**src/design/fsp_pkg.sv**
```systemverilog
// Shared constants and types for the flash sector protection logic
package fsp_pkg;

    // Register byte offsets on the Wishbone slave
    localparam logic [7:0] FSP_OFF_LOCK    = 8'h00;
    localparam logic [7:0] FSP_OFF_CMD     = 8'h04;
    localparam logic [7:0] FSP_OFF_DATA    = 8'h08;
    localparam logic [7:0] FSP_OFF_STATUS  = 8'h0C;
    localparam logic [7:0] FSP_OFF_QUERY   = 8'h10;

    // Mode lock word layout and reset value (erased one-time bits read 1)
    localparam int         FSP_LW_PERS_BIT = 1;
    localparam int         FSP_LW_PW_BIT   = 2;
    localparam logic [15:0] FSP_LW_RESET   = 16'hFFFF;

    // Command register fields
    localparam int         FSP_CMD_CODE_LSB = 0;
    localparam int         FSP_CMD_SECT_LSB = 8;

    // Command codes
    localparam logic [3:0] FSP_C_LOCK_ENTER = 4'h1;
    localparam logic [3:0] FSP_C_LOCK_PROG  = 4'h2;
    localparam logic [3:0] FSP_C_PG_ENTER   = 4'h3;
    localparam logic [3:0] FSP_C_PG_PROG    = 4'h4;
    localparam logic [3:0] FSP_C_PG_ERASE   = 4'h5;
    localparam logic [3:0] FSP_C_VG_SET     = 4'h6;
    localparam logic [3:0] FSP_C_VG_CLEAR   = 4'h7;
    localparam logic [3:0] FSP_C_FREEZE_SET = 4'h8;
    localparam logic [3:0] FSP_C_EXIT       = 4'hF;

    // Status register bit positions
    localparam int FSP_ST_BUSY    = 0;
    localparam int FSP_ST_TIMEOUT = 1;
    localparam int FSP_ST_ABORT   = 2;
    localparam int FSP_ST_REFUSED = 3;
    localparam int FSP_ST_FREEZE  = 4;
    localparam int FSP_ST_PWMODE  = 5;
    localparam int FSP_ST_LMODE   = 6;
    localparam int FSP_ST_PGMODE  = 7;

    // Query register read bits
    localparam int FSP_Q_PG   = 0;
    localparam int FSP_Q_VG   = 1;
    localparam int FSP_Q_PROT = 2;

    // Internal operation times
    localparam int FSP_CLK_MHZ       = 100;
    localparam int FSP_PG_PROG_NS    = 5000;
    localparam int FSP_PG_ERASE_NS   = 20000;
    localparam int FSP_TIMEOUT_NS    = 10000;
    localparam int FSP_PG_PROG_CYC   = FSP_PG_PROG_NS * FSP_CLK_MHZ / 1000;
    localparam int FSP_PG_ERASE_CYC  = FSP_PG_ERASE_NS * FSP_CLK_MHZ / 1000;
    localparam int FSP_TIMEOUT_CYC   = FSP_TIMEOUT_NS * FSP_CLK_MHZ / 1000;

    // Bank 0 index; the bank is the top four bits of the sector number
    localparam logic [3:0] FSP_BANK0 = 4'h0;
    localparam int         FSP_BANK_W = 4;

    // Top state machine
    typedef enum logic [3:0] {
        FSP_S_IDLE  = 4'b0001,
        FSP_S_LOCK  = 4'b0010,
        FSP_S_PG    = 4'b0100,
        FSP_S_BUSY  = 4'b1000
    } fsp_state_t;

    // Kind of internal operation in progress
    typedef enum logic [2:0] {
        FSP_OP_PROG  = 3'b001,
        FSP_OP_ERASE = 3'b010,
        FSP_OP_STALL = 3'b100
    } fsp_op_t;

endpackage

```
**src/design/fsp_top.sv**
```systemverilog
// Sector protection logic: mode lock word, guard bits, freeze bit, bank gating
`timescale 1ns/1ps
module fsp_top
    import fsp_pkg::*;
#(
    parameter int NUM_SECT        = 256,
    parameter int SW              = 8,
    parameter bit VG_POWERUP_PROT = 1'b0
) (
    // Clock and reset
    input  wire logic          clk_in,
    input  wire logic          rst_b_in,
    // Wishbone classic slave
    input  wire logic          wb_cyc_in,
    input  wire logic          wb_stb_in,
    input  wire logic          wb_we_in,
    input  wire logic [7:0]    wb_adr_in,
    input  wire logic [3:0]    wb_sel_in,
    input  wire logic [31:0]   wb_dat_in,
    output logic [31:0]        wb_dat_out,
    output logic               wb_ack_out,
    // Password unlock result from the password logic (one-cycle pulse)
    input  wire logic          pw_unlock_in,
    // Array access check: hold req until ack
    input  wire logic          arr_req_in,
    input  wire logic          arr_write_in,
    input  wire logic          arr_alter_in,
    input  wire logic [SW-1:0] arr_sector_in,
    output logic               arr_ack_out,
    output logic               arr_grant_out,
    output logic               arr_guard_read_out,
    output logic               arr_guard_data_out
);

    typedef struct packed {
        fsp_state_t       state;
        fsp_state_t       ret;
        fsp_op_t          op;
        logic [15:0]      lock_word;
        logic [NUM_SECT-1:0] vg;
        logic             freeze;
        logic             init;
        logic [SW-1:0]    op_sect;
        logic [SW-1:0]    query;
        logic [15:0]      data;
        logic             timeout;
        logic             abort;
        logic             refused;
        logic             ack;
        logic [31:0]      rdat;
        logic             arr_pend;
        logic             arr_ack;
        logic             arr_grant;
        logic             arr_gread;
        logic             arr_gdata;
    } fsp_top_st_t;

    fsp_top_st_t st_q;
    fsp_top_st_t st_d;

    // Side-effect strobes to the store and timer, set in the comb process, and the bits they return
    logic          mem_prog;
    logic          mem_erase;
    logic          tmr_start;
    logic [15:0]   tmr_len;
    logic          tmr_busy;
    logic          tmr_done;
    logic          pg_q_bit;
    logic          pg_a_bit;

    // Bank of a sector: the top bits of its number
    function automatic logic [FSP_BANK_W-1:0] bank_of(input logic [SW-1:0] s);
        bank_of = s[SW-1 -: FSP_BANK_W];
    endfunction

    // Protected when either guard bit reads 0
    function automatic logic is_prot(input logic pg, input logic vg);
        is_prot = !pg || !vg;
    endfunction

    logic pw_mode;
    assign pw_mode = !st_q.lock_word[FSP_LW_PW_BIT];

    fsp_guard_mem #(
        .DEPTH (NUM_SECT),
        .AW    (SW)
    ) u_mem (
        .clk_in        (clk_in),
        .rst_b_in      (rst_b_in),
        .prog_in       (mem_prog),
        .prog_addr_in  (st_q.op_sect),
        .erase_all_in  (mem_erase),
        .rd_a_addr_in  (st_q.query),
        .rd_a_data_out (pg_q_bit),
        .rd_b_addr_in  (arr_sector_in),
        .rd_b_data_out (pg_a_bit)
    );

    fsp_op_timer #(
        .CW (16)
    ) u_tmr (
        .clk_in   (clk_in),
        .rst_b_in (rst_b_in),
        .start_in (tmr_start),
        .len_in   (tmr_len),
        .busy_out (tmr_busy),
        .done_out (tmr_done)
    );

    // Whole next-state: bus slave, command decode, operations, array gating
    always_comb begin
        logic          bus_go;
        logic          bus_wr;
        logic [3:0]    code;
        logic [SW-1:0] sect;
        logic [1:0]    req_lock;
        logic [FSP_BANK_W-1:0] abank;
        bus_go   = wb_cyc_in && wb_stb_in && !st_q.ack;
        bus_wr   = wb_cyc_in && wb_stb_in && st_q.ack;
        code     = wb_dat_in[FSP_CMD_CODE_LSB +: 4];
        sect     = wb_dat_in[FSP_CMD_SECT_LSB +: SW];
        req_lock = {st_q.data[FSP_LW_PW_BIT], st_q.data[FSP_LW_PERS_BIT]};
        abank    = bank_of(arr_sector_in);
        st_d      = st_q;
        st_d.ack  = bus_go;
        st_d.init = 1'b0;
        mem_prog  = 1'b0;
        mem_erase = 1'b0;
        tmr_start = 1'b0;
        tmr_len   = 16'(FSP_PG_PROG_CYC);

        // One cycle after reset the freeze bit takes its mode-dependent value
        if (st_q.init) begin
            st_d.freeze = !pw_mode;
        end else if (pw_mode && pw_unlock_in) begin
            st_d.freeze = 1'b1;
        end

        // Register reads, captured into a flop so data stands with ack
        if (wb_adr_in == FSP_OFF_LOCK) begin
            st_d.rdat = {16'h0000, st_q.lock_word};
        end else if (wb_adr_in == FSP_OFF_DATA) begin
            st_d.rdat = {16'h0000, st_q.data};
        end else if (wb_adr_in == FSP_OFF_STATUS) begin
            st_d.rdat = '0;
            st_d.rdat[FSP_ST_BUSY]    = st_q.state == FSP_S_BUSY;
            st_d.rdat[FSP_ST_TIMEOUT] = st_q.timeout;
            st_d.rdat[FSP_ST_ABORT]   = st_q.abort;
            st_d.rdat[FSP_ST_REFUSED] = st_q.refused;
            st_d.rdat[FSP_ST_FREEZE]  = st_q.freeze;
            st_d.rdat[FSP_ST_PWMODE]  = pw_mode;
            st_d.rdat[FSP_ST_LMODE]   = st_q.state == FSP_S_LOCK;
            st_d.rdat[FSP_ST_PGMODE]  = st_q.state == FSP_S_PG;
        end else if (wb_adr_in == FSP_OFF_QUERY) begin
            st_d.rdat = '0;
            st_d.rdat[FSP_Q_PG]   = pg_q_bit;
            st_d.rdat[FSP_Q_VG]   = st_q.vg[st_q.query];
            st_d.rdat[FSP_Q_PROT] = is_prot(pg_q_bit, st_q.vg[st_q.query]);
        end else begin
            st_d.rdat = '0;
        end

        // Register writes land on the edge the master sees ack, never before it
        // Flags are write-one-to-clear on the status word
        if (bus_wr && wb_we_in && wb_sel_in[0]) begin
            if (wb_adr_in == FSP_OFF_DATA) begin
                st_d.data = wb_dat_in[15:0];
            end else if (wb_adr_in == FSP_OFF_QUERY) begin
                st_d.query = wb_dat_in[SW-1:0];
            end else if (wb_adr_in == FSP_OFF_STATUS) begin
                if (wb_dat_in[FSP_ST_TIMEOUT]) st_d.timeout = 1'b0;
                if (wb_dat_in[FSP_ST_ABORT])   st_d.abort   = 1'b0;
                if (wb_dat_in[FSP_ST_REFUSED]) st_d.refused = 1'b0;
            end else if (wb_adr_in == FSP_OFF_CMD) begin
                case (st_q.state)
                    FSP_S_IDLE: begin
                        if (code == FSP_C_LOCK_ENTER) begin
                            st_d.state = FSP_S_LOCK;
                        end else if (code == FSP_C_PG_ENTER) begin
                            st_d.state   = FSP_S_PG;
                            st_d.op_sect = sect;
                        end else if (code == FSP_C_VG_SET) begin
                            st_d.vg[sect] = 1'b0;
                        end else if (code == FSP_C_VG_CLEAR) begin
                            st_d.vg[sect] = 1'b1;
                        end else if (code == FSP_C_FREEZE_SET) begin
                            st_d.freeze = 1'b0;
                        end else if (code != FSP_C_EXIT) begin
                            st_d.refused = 1'b1;
                        end
                    end
                    FSP_S_LOCK: begin
                        if (code == FSP_C_EXIT) begin
                            st_d.state = FSP_S_IDLE;
                        end else if (code == FSP_C_LOCK_PROG) begin
                            if (req_lock == 2'b00) begin
                                st_d.abort = 1'b1;
                            end else if (req_lock != 2'b11 &&
                                         st_q.lock_word[FSP_LW_PW_BIT] &&
                                         st_q.lock_word[FSP_LW_PERS_BIT]) begin
                                // Only zeros are programmed into one-time bits
                                st_d.lock_word[FSP_LW_PW_BIT]   = req_lock[1];
                                st_d.lock_word[FSP_LW_PERS_BIT] = req_lock[0];
                            end else if (req_lock != 2'b11) begin
                                st_d.refused = 1'b1;
                            end
                        end else begin
                            st_d.refused = 1'b1;
                        end
                    end
                    FSP_S_PG: begin
                        if (code == FSP_C_EXIT) begin
                            st_d.state = FSP_S_IDLE;
                        end else if (code == FSP_C_PG_PROG ||
                                     code == FSP_C_PG_ERASE) begin
                            st_d.state = FSP_S_BUSY;
                            st_d.ret   = FSP_S_PG;
                            tmr_start  = 1'b1;
                            if (code == FSP_C_PG_PROG) begin
                                st_d.op_sect = sect;
                            end
                            if (!st_q.freeze) begin
                                st_d.op = FSP_OP_STALL;
                                tmr_len = 16'(FSP_TIMEOUT_CYC);
                            end else if (code == FSP_C_PG_PROG) begin
                                st_d.op = FSP_OP_PROG;
                                tmr_len = 16'(FSP_PG_PROG_CYC);
                            end else begin
                                // Pre-program and verify are folded into the time
                                st_d.op = FSP_OP_ERASE;
                                tmr_len = 16'(FSP_PG_ERASE_CYC);
                            end
                        end else begin
                            st_d.refused = 1'b1;
                        end
                    end
                    FSP_S_BUSY: begin
                        st_d.refused = 1'b1;
                    end
                    default: begin
                        st_d.state = FSP_S_IDLE;
                    end
                endcase
            end
        end

        // Finish an internal operation; the store changes only at the end
        if (st_q.state == FSP_S_BUSY && tmr_done) begin
            st_d.state = st_q.ret;
            if (st_q.op == FSP_OP_PROG) begin
                mem_prog = 1'b1;
            end else if (st_q.op == FSP_OP_ERASE) begin
                mem_erase = 1'b1;
            end else begin
                st_d.timeout = 1'b1;
            end
        end

        // Array check: the store read for the sector lands one cycle later
        st_d.arr_ack   = 1'b0;
        st_d.arr_pend  = arr_req_in && !st_q.arr_pend && !st_q.arr_ack;
        if (st_q.arr_pend) begin
            st_d.arr_ack   = 1'b1;
            st_d.arr_gread = 1'b0;
            st_d.arr_gdata = pg_a_bit;
            case (st_q.state)
                FSP_S_LOCK: begin
                    st_d.arr_grant = !arr_write_in && abank != FSP_BANK0;
                end
                FSP_S_PG: begin
                    if (abank == bank_of(st_q.op_sect)) begin
                        st_d.arr_grant = !arr_write_in;
                        st_d.arr_gread = !arr_write_in;
                    end else begin
                        st_d.arr_grant = !arr_write_in;
                    end
                end
                FSP_S_BUSY: begin
                    st_d.arr_grant = !arr_write_in && abank != FSP_BANK0 &&
                                     abank != bank_of(st_q.op_sect);
                end
                default: begin
                    // Current bits decide each accepted alter op
                    st_d.arr_grant = !(arr_write_in && arr_alter_in &&
                                       is_prot(pg_a_bit,
                                               st_q.vg[arr_sector_in]));
                end
            endcase
        end
    end

    // Reset: persistent mode, freeze unlocked, volatile bits per option
    always_ff @(posedge clk_in or negedge rst_b_in) begin
        if (!rst_b_in) begin
            st_q           <= '0;
            st_q.state     <= FSP_S_IDLE;
            st_q.ret       <= FSP_S_IDLE;
            st_q.op        <= FSP_OP_PROG;
            st_q.lock_word <= FSP_LW_RESET;
            st_q.vg        <= VG_POWERUP_PROT ? '0 : '1;
            st_q.freeze    <= 1'b1;
            st_q.init      <= 1'b1;
        end else begin
            st_q <= st_d;
        end
    end

    // Outputs; the accelerate pin level plays no part in the guard logic
    assign wb_ack_out         = st_q.ack;
    assign wb_dat_out         = st_q.rdat;
    assign arr_ack_out        = st_q.arr_ack;
    assign arr_grant_out      = st_q.arr_grant;
    assign arr_guard_read_out = st_q.arr_gread;
    assign arr_guard_data_out = st_q.arr_gdata;

endmodule

```
**src/design/fsp_guard_mem.sv**
```systemverilog
// Per-sector persistent guard bit store with registered read ports
`timescale 1ns/1ps
module fsp_guard_mem #(
    parameter int DEPTH = 256,
    parameter int AW    = 8
) (
    // Clock and reset
    input  wire logic          clk_in,
    input  wire logic          rst_b_in,
    // Single-bit program port (writes 0) and bulk erase (all to 1)
    input  wire logic          prog_in,
    input  wire logic [AW-1:0] prog_addr_in,
    input  wire logic          erase_all_in,
    // Two read ports
    input  wire logic [AW-1:0] rd_a_addr_in,
    output logic               rd_a_data_out,
    input  wire logic [AW-1:0] rd_b_addr_in,
    output logic               rd_b_data_out
);

    typedef struct packed {
        logic [DEPTH-1:0] bits;
        logic             rd_a;
        logic             rd_b;
    } fsp_mem_st_t;

    fsp_mem_st_t st_q;
    fsp_mem_st_t st_d;

    // Erase wins over program; both never come together from the top
    always_comb begin
        st_d = st_q;
        if (erase_all_in) begin
            st_d.bits = '1;
        end else if (prog_in) begin
            st_d.bits[prog_addr_in] = 1'b0;
        end
        st_d.rd_a = st_q.bits[rd_a_addr_in];
        st_d.rd_b = st_q.bits[rd_b_addr_in];
    end

    // Reset stands for a factory-fresh part: all guard bits erased
    always_ff @(posedge clk_in or negedge rst_b_in) begin
        if (!rst_b_in) begin
            st_q <= '{bits: '1, rd_a: 1'b1, rd_b: 1'b1};
        end else begin
            st_q <= st_d;
        end
    end

    assign rd_a_data_out = st_q.rd_a;
    assign rd_b_data_out = st_q.rd_b;

endmodule

```
**src/design/fsp_op_timer.sv**
```systemverilog
// Down-counter that times internal program, erase and stall operations
`timescale 1ns/1ps
module fsp_op_timer #(
    parameter int CW = 16
) (
    // Clock and reset
    input  wire logic          clk_in,
    input  wire logic          rst_b_in,
    // Start with a length in cycles; done pulses once at the end
    input  wire logic          start_in,
    input  wire logic [CW-1:0] len_in,
    output logic               busy_out,
    output logic               done_out
);

    typedef struct packed {
        logic [CW-1:0] cnt;
        logic          busy;
        logic          done;
    } fsp_tmr_st_t;

    fsp_tmr_st_t st_q;
    fsp_tmr_st_t st_d;

    // Count down; a start while busy is ignored
    always_comb begin
        st_d      = st_q;
        st_d.done = 1'b0;
        if (st_q.busy) begin
            if (st_q.cnt <= CW'(1)) begin
                st_d.busy = 1'b0;
                st_d.done = 1'b1;
            end else begin
                st_d.cnt = st_q.cnt - CW'(1);
            end
        end else if (start_in) begin
            st_d.busy = 1'b1;
            st_d.cnt  = len_in;
        end
    end

    always_ff @(posedge clk_in or negedge rst_b_in) begin
        if (!rst_b_in) begin
            st_q <= '0;
        end else begin
            st_q <= st_d;
        end
    end

    assign busy_out = st_q.busy;
    assign done_out = st_q.done;

endmodule

```
**config.mk**
```make
export PLATFORM = sky130hd
export DESIGN_NAME = fsp_top
export DESIGN_NICKNAME = d
export VERILOG_FILES = /design/src/design/fsp_pkg.sv /design/src/design/fsp_top.sv /design/src/design/fsp_guard_mem.sv /design/src/design/fsp_op_timer.sv
export SDC_FILE = /design/constraint.sdc
export NUM_CORES = 1
export LEC_CHECK = 0
export BUFFER_PORTS_ARGS = -buffer_cell sky130_fd_sc_hd__buf_2
export CORE_ASPECT_RATIO = 0.8
export CORE_MARGIN = 10
export CORE_UTILIZATION = 45
export DETAILED_ROUTE_END_ITERATION = 8
export GPL_ROUTABILITY_DRIVEN = 0
export RECOVER_POWER = 50
export SLEW_MARGIN = 20
export SYNTH_ARGS = -nofsm -noshare
export SYNTH_HDL_FRONTEND = slang
export SYNTH_SLANG_ARGS = --single-unit
```
**constraint.sdc**
```tcl
create_clock -name clk_in -period 3.33 [get_ports clk_in]
set_input_delay 0.333 -clock clk_in [delete_from_list [all_inputs] [get_ports clk_in]]
set_output_delay 0.333 -clock clk_in [all_outputs]
set_load 0.03 [all_outputs]
```
# Word level (Yosys, flattened, before mapping)
# Index checks and enable logic that the tools add are counted.
# totals
input_bits	61
ff_bits	618
output_inout_bits	37
elab_cells	267
# classes
bitwise_logic	12
reduce_logical	54
n_mux	116
n_addsub	1
eq_ne	51
n_lt_le_gt_ge	7
# op_table
op	n
$mux 256	4
$and 256x256->256	2
$not 256->256	2
$or 256x256->256	1
$mux 16	12
$mux 11	7
$mux 1	57
$mux 8	6
$lt 8x9->1 const B	4
$mux 17	2
$bmux 1 s8	4
$ne 3x3->1 const B	9
$reduce_and 9->1	3
$mux 4	6
$eq 4x3->1 const B	5
$reduce_bool 2->1	10
$reduce_and 18->1	1
$logic_and 1x1->1	17
$demux 1 s8	2
$eq 8x4->1 const B	2
$ge 8x1->1 const B	2
$le 16x1->1 const B	1
$ne 2x2->1 const B	8
$ne 4x4->1 const B	4
other kinds (33)	70

# Depth between registers and ports, before layout
# Gate-level depths: netlist of run 1.
# logic_depth
word_depth	16
mapped_depth	11
ltp_nobuf	9

# Modules after synthesis
# Synthesis of run 1 repeated with hierarchy kept, for this count alone.
# hier_totals
hier_cells	3252
hier_area_um2	34124.0
# modules_own_cells
module	n_inst	seq_area_each_um2	cells_each	area_each_um2
fsp_top	1	8486.9	1794	18530.3
fsp_guard_mem	1	6779.0	1329	14472.6
fsp_op_timer	1	450.4	129	1121.1

# Worst setup path after synthesis of run 1
# OpenSTA, ideal clock, no wires.
# synth_path
path_type	reg2reg
startpoint	register st_q[57] in the netlist's numbering
endpoint	register u_mem.st_q (netlist bit u_mem.rd_a_data_out)
path_stages_with_launch	9
t_required_ns	3.257
synth_period_minus_slack_ns	2.730
path_buffers	3
setup_time_ns	0.073
arrival_ns	2.657
setup_slack_ns	0.600
cell_sequence	dfrtp_1 buf_2 buf_2 buf_2 mux4_2 mux4_2 a221oi_1 mux4_2 inv_1
# synth_rtl
item	line_no	rtl
start: declaration	fsp_top.sv:58	fsp_top_st_t st_q;
start signal: assignment	fsp_top.sv:304	st_q <= st_d;
end signal: assignment	fsp_guard_mem.sv:45	st_q <= '{bits: '1, rd_a: 1'b1, rd_b: 1'b1};
end signal: assignment	fsp_guard_mem.sv:47	st_q <= st_d;
end: declaration	fsp_guard_mem.sv:27	fsp_mem_st_t st_q;

==> impl_metrics.tcl, run 1 <==
set metrics [dict create \
    clock_skew_ns 0.03174 \
    slew_viol_final 374 \
    track_usage_pct 23.65 \
    placement.io_buffers 62 \
    crit_chain "buf_12 -> buf_4 -> mux4_2 -> a22oi_1 -> a21boi_0 -> nor4_1 -> a211oi_1 -> buf_4 -> o21ai_0 -> a31oi_1" \
    cpLargestDelayFamily "compound AO/OA/AOI/OAI gates" \
    worstSkewPairLatency_ns 0.63 \
    post_synth_num_cell_types 71 \
    count_of_nets_left_with_antenna_violations_after_detail_routing 0 \
    postSynthRegisterBits 602 \
    grt_max_degree 97 \
    clk_root_buffer_cell "sky130_fd_sc_hd__clkbuf_16" \
    met2WireLength_um 43180 \
    row_count 88 \
    worst_ir_drop_vdd_mv 0.2609 \
    design.final.nets 2919 \
    yosys.area_share.xor_xnor_pct 0.2923 \
    synth_top_family_by_area "multiplexers" \
    critical_path_most_common_cell "sky130_fd_sc_hd__buf_4" \
    grt.overflow.total 0 \
    critPathLaunchType "flip-flop" \
    synth_enable_flop_cells 0 \
    met1Wirelength_um 43090 \
    tritoncts "done" \
    floorplan.initialDensity_pct 45.57 \
    powerDensity_nw_per_um2 433.7 \
    htreeDepth 3 \
    timing.critical_path.slowest_stage_cell "sky130_fd_sc_hd__dfrtp_4" \
    yosys_warnings 0 \
    drive_above_1_share_pct 40.71 \
    top_layer_used "met5" \
    worst-path-buf-inv 3 \
    postSynth.asyncResetShare_pct 100.0 \
    share_of_synthesized_area_spent_on_multiplexers_pct 21.00 \
    via_count_of_the_first_global_routing_pass 24890 \
    ys_dominant_reg_cell "sky130_fd_sc_hd__dfstp_2" \
    first_pass_grt_wire_length_um 154700 \
    path_clk_slew_ns 0.06 \
    rsz0062_at_grt "no" \
    maxClockFrequency_ghz 0.3175 \
    wl_met3_um 11760 \
    seq_total_area_yosys_pct 47.68 \
    routedWlPerCell_um 26.10 \
    synthesis.instances 2881 \
    crit_required_ns 3.79 \
    critical_path_end_type "flip-flop" \
    layout_setup_ws_ns 0.1804 \
    synth-compound-area-share_pct 16.77 \
    p_leak_uw 0.01463 \
    cts-root-to-sink-buffers 3 \
    syn2layout_area_growth_pct 11.64 \
    max_slew_margin_pct -24.87 \
    synth_adder_area_share_pct 0.07592 \
    tritoncts_num_sinks 602 \
    post-route-util_pct 50.87 \
    hold_viol 0 \
    hold_path_class "primary input to flip-flop" \
    drv_cap 6 \
    dr_total_vias 25440 \
    area_share_of_and_or_nand_nor_cells_after_synthesis_pct 9.163 \
    timing.final.crit_period_ns 3.150 \
    postSynthAreaPerCell_um2 11.44 \
    detail_route.drc_violations 0 \
    cp_data_arrival_time_ns 3.61 \
    outcome "finished with violations" \
    post-dp-hpwl_um 66860 \
    mappedNetlistArea_um2 32960 \
    core_um2 72340 \
    place_worst_setup_slack_ns 0.1090 \
    critPathMaxStageDelay_ns 0.74 \
    cts-buffers-inserted 66 \
    top_level_ports 98 \
    die_w_um 322.6 \
    die-area_um2 84540 \
    ws_path_type "flip-flop to flip-flop" \
    fp.dieH_um 262.1 \
    initialDrtViolationCount 2887 \
    failing_checks "capacitance limit, slew limit" \
    cp_max_fo 30 \
    antenna_found_initial 10 \
    final-setup-viol-count 0 \
    tightest_slew_ns 1.873 \
    detail_route.wirelength_um 100600 \
    drt_pass1_iterations 7 \
    post-route-period-util_pct 94.58 \
    drt-vias-per-instance 6.602 \
    setup-tns-final_ns 0 \
]
-- metal layers --
layer  GRT usage, %  up-vias
li1               -    10840
met3          7.502      190
met5              0        -
met2          33.51     1349
met1          34.47    13040
met4          6.669       14
-- worst reg2reg max path, cell delays in order, from the launching register on --
cell and delay, ns:
sky130_fd_sc_hd__dfrtp_4 0.74, sky130_fd_sc_hd__buf_12 0.33, sky130_fd_sc_hd__buf_4 0.25, sky130_fd_sc_hd__mux4_2 0.51
sky130_fd_sc_hd__a22oi_1 0.17, sky130_fd_sc_hd__a21boi_0 0.18, sky130_fd_sc_hd__nor4_1 0.22, sky130_fd_sc_hd__a211oi_1 0.18
sky130_fd_sc_hd__buf_4 0.19, sky130_fd_sc_hd__o21ai_0 0.13, sky130_fd_sc_hd__a31oi_1 0.10
-- layout by cell type, fill, tap and decap left out, types with 11 or more instances in the layout --
cell	instances
sky130_fd_sc_hd__o22ai_1	15
sky130_fd_sc_hd__mux2_2	21
sky130_fd_sc_hd__a22oi_1	25
sky130_fd_sc_hd__clkbuf_16	68
sky130_fd_sc_hd__nor4_1	11
sky130_fd_sc_hd__buf_12	22
sky130_fd_sc_hd__clkbuf_1	18
sky130_fd_sc_hd__nor2_1	55
sky130_fd_sc_hd__buf_4	111
sky130_fd_sc_hd__nor3_1	16
sky130_fd_sc_hd__dfstp_2	521
sky130_fd_sc_hd__nand2_1	357
sky130_fd_sc_hd__inv_1	33
sky130_fd_sc_hd__o21ai_0	434
sky130_fd_sc_hd__buf_2	59
sky130_fd_sc_hd__nand4_1	24
sky130_fd_sc_hd__nand3_1	51
sky130_fd_sc_hd__clkbuf_8	16
sky130_fd_sc_hd__o31ai_1	130
sky130_fd_sc_hd__nor2b_1	28
sky130_fd_sc_hd__mux2i_1	11
sky130_fd_sc_hd__a31oi_1	138
sky130_fd_sc_hd__mux4_2	292
sky130_fd_sc_hd__a21oi_1	162
sky130_fd_sc_hd__conb_1	17
sky130_fd_sc_hd__dfrtp_1	77
-- cell usage after synthesis, types with 3 or more instances --
library cell               count  area, um^2
sky130_fd_sc_hd__dfstp_2     521       13690
sky130_fd_sc_hd__o21ai_0     434        2172
sky130_fd_sc_hd__nand2_1     357        1340
sky130_fd_sc_hd__mux4_2      292        6576
sky130_fd_sc_hd__clkbuf_1    205       769.5
sky130_fd_sc_hd__a21oi_1     162       810.8
sky130_fd_sc_hd__a31oi_1     138       863.3
sky130_fd_sc_hd__o31ai_1     130       975.9
sky130_fd_sc_hd__dfrtp_1      81        2027
sky130_fd_sc_hd__nor2_1       60       225.2
sky130_fd_sc_hd__buf_2        53       265.3
sky130_fd_sc_hd__nand3_1      51       255.2
sky130_fd_sc_hd__buf_4        37       277.8
sky130_fd_sc_hd__inv_1        33       123.9
sky130_fd_sc_hd__nor2b_1      28       175.2
sky130_fd_sc_hd__a22oi_1      25       187.7
sky130_fd_sc_hd__nand4_1      24       150.1
sky130_fd_sc_hd__mux2_2       21       236.5
sky130_fd_sc_hd__nor3_1       20       100.1
sky130_fd_sc_hd__buf_1        15       56.30
sky130_fd_sc_hd__o22ai_1      15       93.84
sky130_fd_sc_hd__nor4_1       12       75.07
sky130_fd_sc_hd__buf_6        11       123.9
sky130_fd_sc_hd__mux2i_1      11       110.1
sky130_fd_sc_hd__nand2b_1     10       62.56
sky130_fd_sc_hd__nand4b_1     10       87.58
sky130_fd_sc_hd__nor2_8       10       200.2
sky130_fd_sc_hd__o211ai_1      9       67.56
sky130_fd_sc_hd__or3_1         8       50.05
sky130_fd_sc_hd__a211oi_1      7       52.55
sky130_fd_sc_hd__and2_1        6       37.54
sky130_fd_sc_hd__nand3b_1      6       45.04
sky130_fd_sc_hd__nor2_2        6       37.54
sky130_fd_sc_hd__xnor2_1       6       52.55
sky130_fd_sc_hd__a221oi_1      5       43.79
sky130_fd_sc_hd__a22o_1        5       43.79
sky130_fd_sc_hd__xor2_1        5       43.79
sky130_fd_sc_hd__or4_1         4       30.03
sky130_fd_sc_hd__o221ai_1      3       26.28
sky130_fd_sc_hd__or3b_2        3       26.28
-- kinds of logic after synthesis --
group	after synthesis
other	1
multiplexers	324
XOR/XNOR	11
adder cells (fa/ha/maj)	2
AND/OR/NAND/NOR	628
AO/OA/AOI/OAI	955
flip-flops	602
buffers and inverters	358
-- per-stage QoR --
step / total power [uW] / hold WS [ns] / std cells / area (um^2)
finish: 15960 / 0.03725 / 3853 / 36800
detailed placement: 8232 / 0.4248 / 3726 / 34530
global route: 16460 / 0.03635 / 3852 / 36800
floorplan: 7856 / 0.03741 / 2897 / 33020
CTS: 16110 / 0.01043 / 3851 / 36910
global placement: 8218 / 0.4072 / 3726 / 34530
-- timing repair --
item,4_1_cts,5_1_grt
endpoints found under the setup margin,0,2
hold buffers,7,0
resized for setup,0,1
hold endpoints to repair,46,0
buffers inserted,0,0
-- layout make-up --
cell class	count	area, um^2
fill	6242	35540
sequential	602	15730
multi-input combinational	1937	15700
clock buffer	93	1946
timing repair buffer	215	1742
tap	945	1182
clock inverter	25	367.9
inverter	34	127.6
antenna	2	5.005
-- power by group --
part / leakage, uW / internal [uW] / total [uW] / switching [uW]
combinational: 0.00717 / 190 / 736 / 546
clock: 0.00114 / 4720 / 7850 / 3130
sequential: 0.00632 / 7360 / 7380 / 15.3
-- final timing paths --
kind,slack [ns],end,start,cells past startpoint
max in group asynchronous,0.66,st_q[70],rst_b_in,3
setup reg to reg,0.18,wb_dat_out[1],st_q[57],10
hold / removal,0.04,wb_ack_out,wb_cyc_in,3
min in group asynchronous,0.36,u_tmr.st_q[10],rst_b_in,2
setup / recovery,0.18,wb_dat_out[1],st_q[57],10
hold reg to reg,0.42,st_q[4],arr_ack_out,1
Power figures use the tool's default switching activity.
==> inputs of run 2 (changes only) <==
==> constraint.sdc (replaced) <==
create_clock -name clk_in -period 3.33 [get_ports clk_in]
set_input_delay 0.1665 -clock clk_in [delete_from_list [all_inputs] [get_ports clk_in]]
set_output_delay 0.1665 -clock clk_in [all_outputs]
set_load 0.03 [all_outputs]
==> run 2 against run 1 <==
Net effect: sequential power barely moved; the run still ends with capacitance limit, slew limit left; highest routed layer unchanged; first-iteration DRC count up 11%; largest cell class unchanged; hold slack is essentially flat; clock-buffer cell count is 8 higher.
==> impl_metrics.tcl, run 2 (same netlist as run 1, synthesis figures left out) <==
set metrics [dict create \
    outcome "finished with violations" \
    failing_checks "capacitance limit, slew limit" \
    detail_route.wirelength_um 100100 \
    crit_required_ns 3.87 \
    die-area_um2 84540 \
    max_slew_margin_pct -77.56 \
    layout.cells.most_common "sky130_fd_sc_hd__dfstp_2" \
    finalHoldWorstSlack_ns 0.03747 \
    fp.dieH_um 262.1 \
    drv_cap 1 \
    detail_route.drc_violations 0 \
    path_clk_slew_ns 0.07 \
    ws_path_type "flip-flop to flip-flop" \
    final-setup-viol-count 0 \
    setup-tns-final_ns 0 \
    p_leak_uw 0.01462 \
    routedWlPerCell_um 25.87 \
    timing.final.crit_period_ns 3.202 \
    layout_setup_ws_ns 0.1278 \
    rsz0062_at_grt "no" \
    die_w_um 322.6 \
    worst_ir_drop_vdd_mv 0.2996 \
    design.final.nets 2938 \
    top_level_ports 98 \
    row_count 88 \
    cp_max_fo 24 \
    cts-buffers-inserted 66 \
    worstSkewPairLatency_ns 0.62 \
    syn2layout_area_growth_pct 11.92 \
    grt_max_degree 115 \
    initialDrtViolationCount 3206 \
    floorplan.initialDensity_pct 45.57 \
    placement.io_buffers 62 \
    htreeDepth 3 \
    post-dp-hpwl_um 66930 \
    most-common-layout-cells "521 x sky130_fd_sc_hd__dfstp_2, 434 x sky130_fd_sc_hd__o21ai_0, 357 x sky130_fd_sc_hd__nand2_1" \
    tightest_slew_ns 2.663 \
    cp_data_arrival_time_ns 3.74 \
    hold_path_depth 4 \
    depth_of_the_most_critical_reg_to_reg_path 10 \
    tritoncts "done" \
    clk_root_buffer_cell "sky130_fd_sc_hd__clkbuf_16" \
    count_of_nets_left_with_antenna_violations_after_detail_routing 0 \
    cts-root-to-sink-buffers 3 \
    setup_fix_bufs_post_cts 0 \
    fin_total_pwr_uw 15710 \
    core_um2 72340 \
    grt.overflow.total 0 \
    slew_viol_final 89 \
    n_fill_cell 6156 \
    drt-vias-per-instance 6.582 \
    dr_total_vias 25470 \
    clock_skew_ns 0.01774 \
    tritoncts_num_sinks 602 \
    place_worst_setup_slack_ns 0.1572 \
    antenna_found_initial 8 \
    critical_path_end_type "flip-flop" \
    first_pass_grt_wire_length_um 154900 \
    ctsHoldBuffers 27 \
    drt_pass1_iterations 6 \
    hold_viol 0 \
    post-route-period-util_pct 96.16 \
    cts_repair_resize_count 0 \
    powerDensity_nw_per_um2 425.8 \
    hold_path_class "primary input to flip-flop" \
    via_count_of_the_first_global_routing_pass 24900 \
    track_usage_pct 23.62 \
    drive_above_1_share_pct 39.98 \
    maxClockFrequency_ghz 0.3123 \
    critPathLaunchType "flip-flop" \
]
-- run 2: changes by cell type in the layout (fill, tap and decap cells not counted), moves of 3 or more --
cell                            delta
sky130_fd_sc_hd__buf_4             +3
sky130_fd_sc_hd__clkinv_2          -5
sky130_fd_sc_hd__buf_2             -7
sky130_fd_sc_hd__dlygate4sd3_1    +20
sky130_fd_sc_hd__clkbuf_8          -5
sky130_fd_sc_hd__clkbuf_1         +14
-- run 2: final timing paths --
check	from	endpoint	slack (ns)
max	st_q[58]	wb_dat_out[1]	0.13
min	wb_sel_in[0]	st_q[38]	0.04
max reg2reg	st_q[58]	wb_dat_out[1]	0.13
min reg2reg	arr_ack_out	st_q[4]	0.43
max in group asynchronous	rst_b_in	u_mem.st_q[180]	0.44
min in group asynchronous	rst_b_in	wb_dat_out[2]	0.92
-- run 2: routing by layer --
| layer | GRT usage [%] | routed length, um |
|---|---|---|
| met5 | 0 | 43 |
| met4 | 6.849 | 2679 |
| met3 | 6.603 | 11370 |
| met2 | 33.44 | 42330 |
| met1 | 34.96 | 43710 |
-- run 2: critical path, cell delays in order (launching register included) --
cell and delay [ns]:
sky130_fd_sc_hd__dfrtp_4 0.63, sky130_fd_sc_hd__buf_12 0.27, sky130_fd_sc_hd__buf_4 0.26, sky130_fd_sc_hd__mux4_2 0.23, sky130_fd_sc_hd__mux2i_1 0.16, sky130_fd_sc_hd__nor4b_1 0.34
sky130_fd_sc_hd__nor4_1 0.10, sky130_fd_sc_hd__a211oi_1 0.62, sky130_fd_sc_hd__buf_4 0.23, sky130_fd_sc_hd__o21ai_0 0.07, sky130_fd_sc_hd__a31oi_1 0.20
-- run 2: final cells by class --
class,count,area [um^2],area share (%)
clock buffer,101,1926,5.220
antenna,1,2.502,0.006783
clock inverter,16,271.5,0.7360
inverter,34,127.6,0.3459
tap,945,1182,3.205
sequential,602,15730,42.64
timing repair buffer,234,1943,5.267
multi-input combinational,1937,15710,42.58
-- run 2: power breakdown --
| part | switching, uW | total, uW | leakage [uW] | internal [uW] |
|---|---|---|---|---|
| Sequential | 14.6 | 7380 | 0.00632 | 7360 |
| Combinational | 548 | 761 | 0.00723 | 213 |
| Clock | 3100 | 7570 | 0.00107 | 4470 |
| Total | 3660 | 15700 | 0.0146 | 12000 |
-- run 2: per-stage QoR --
step                std cells  cell area, um^2  utilization, %
floorplan                2897            33020               -
global placement         3725            34470           47.65
detailed placement       3725            34470           47.65
finish                   3870            36890           51.00
CTS                      3869            36940           51.06
global route             3870            36890           51.00
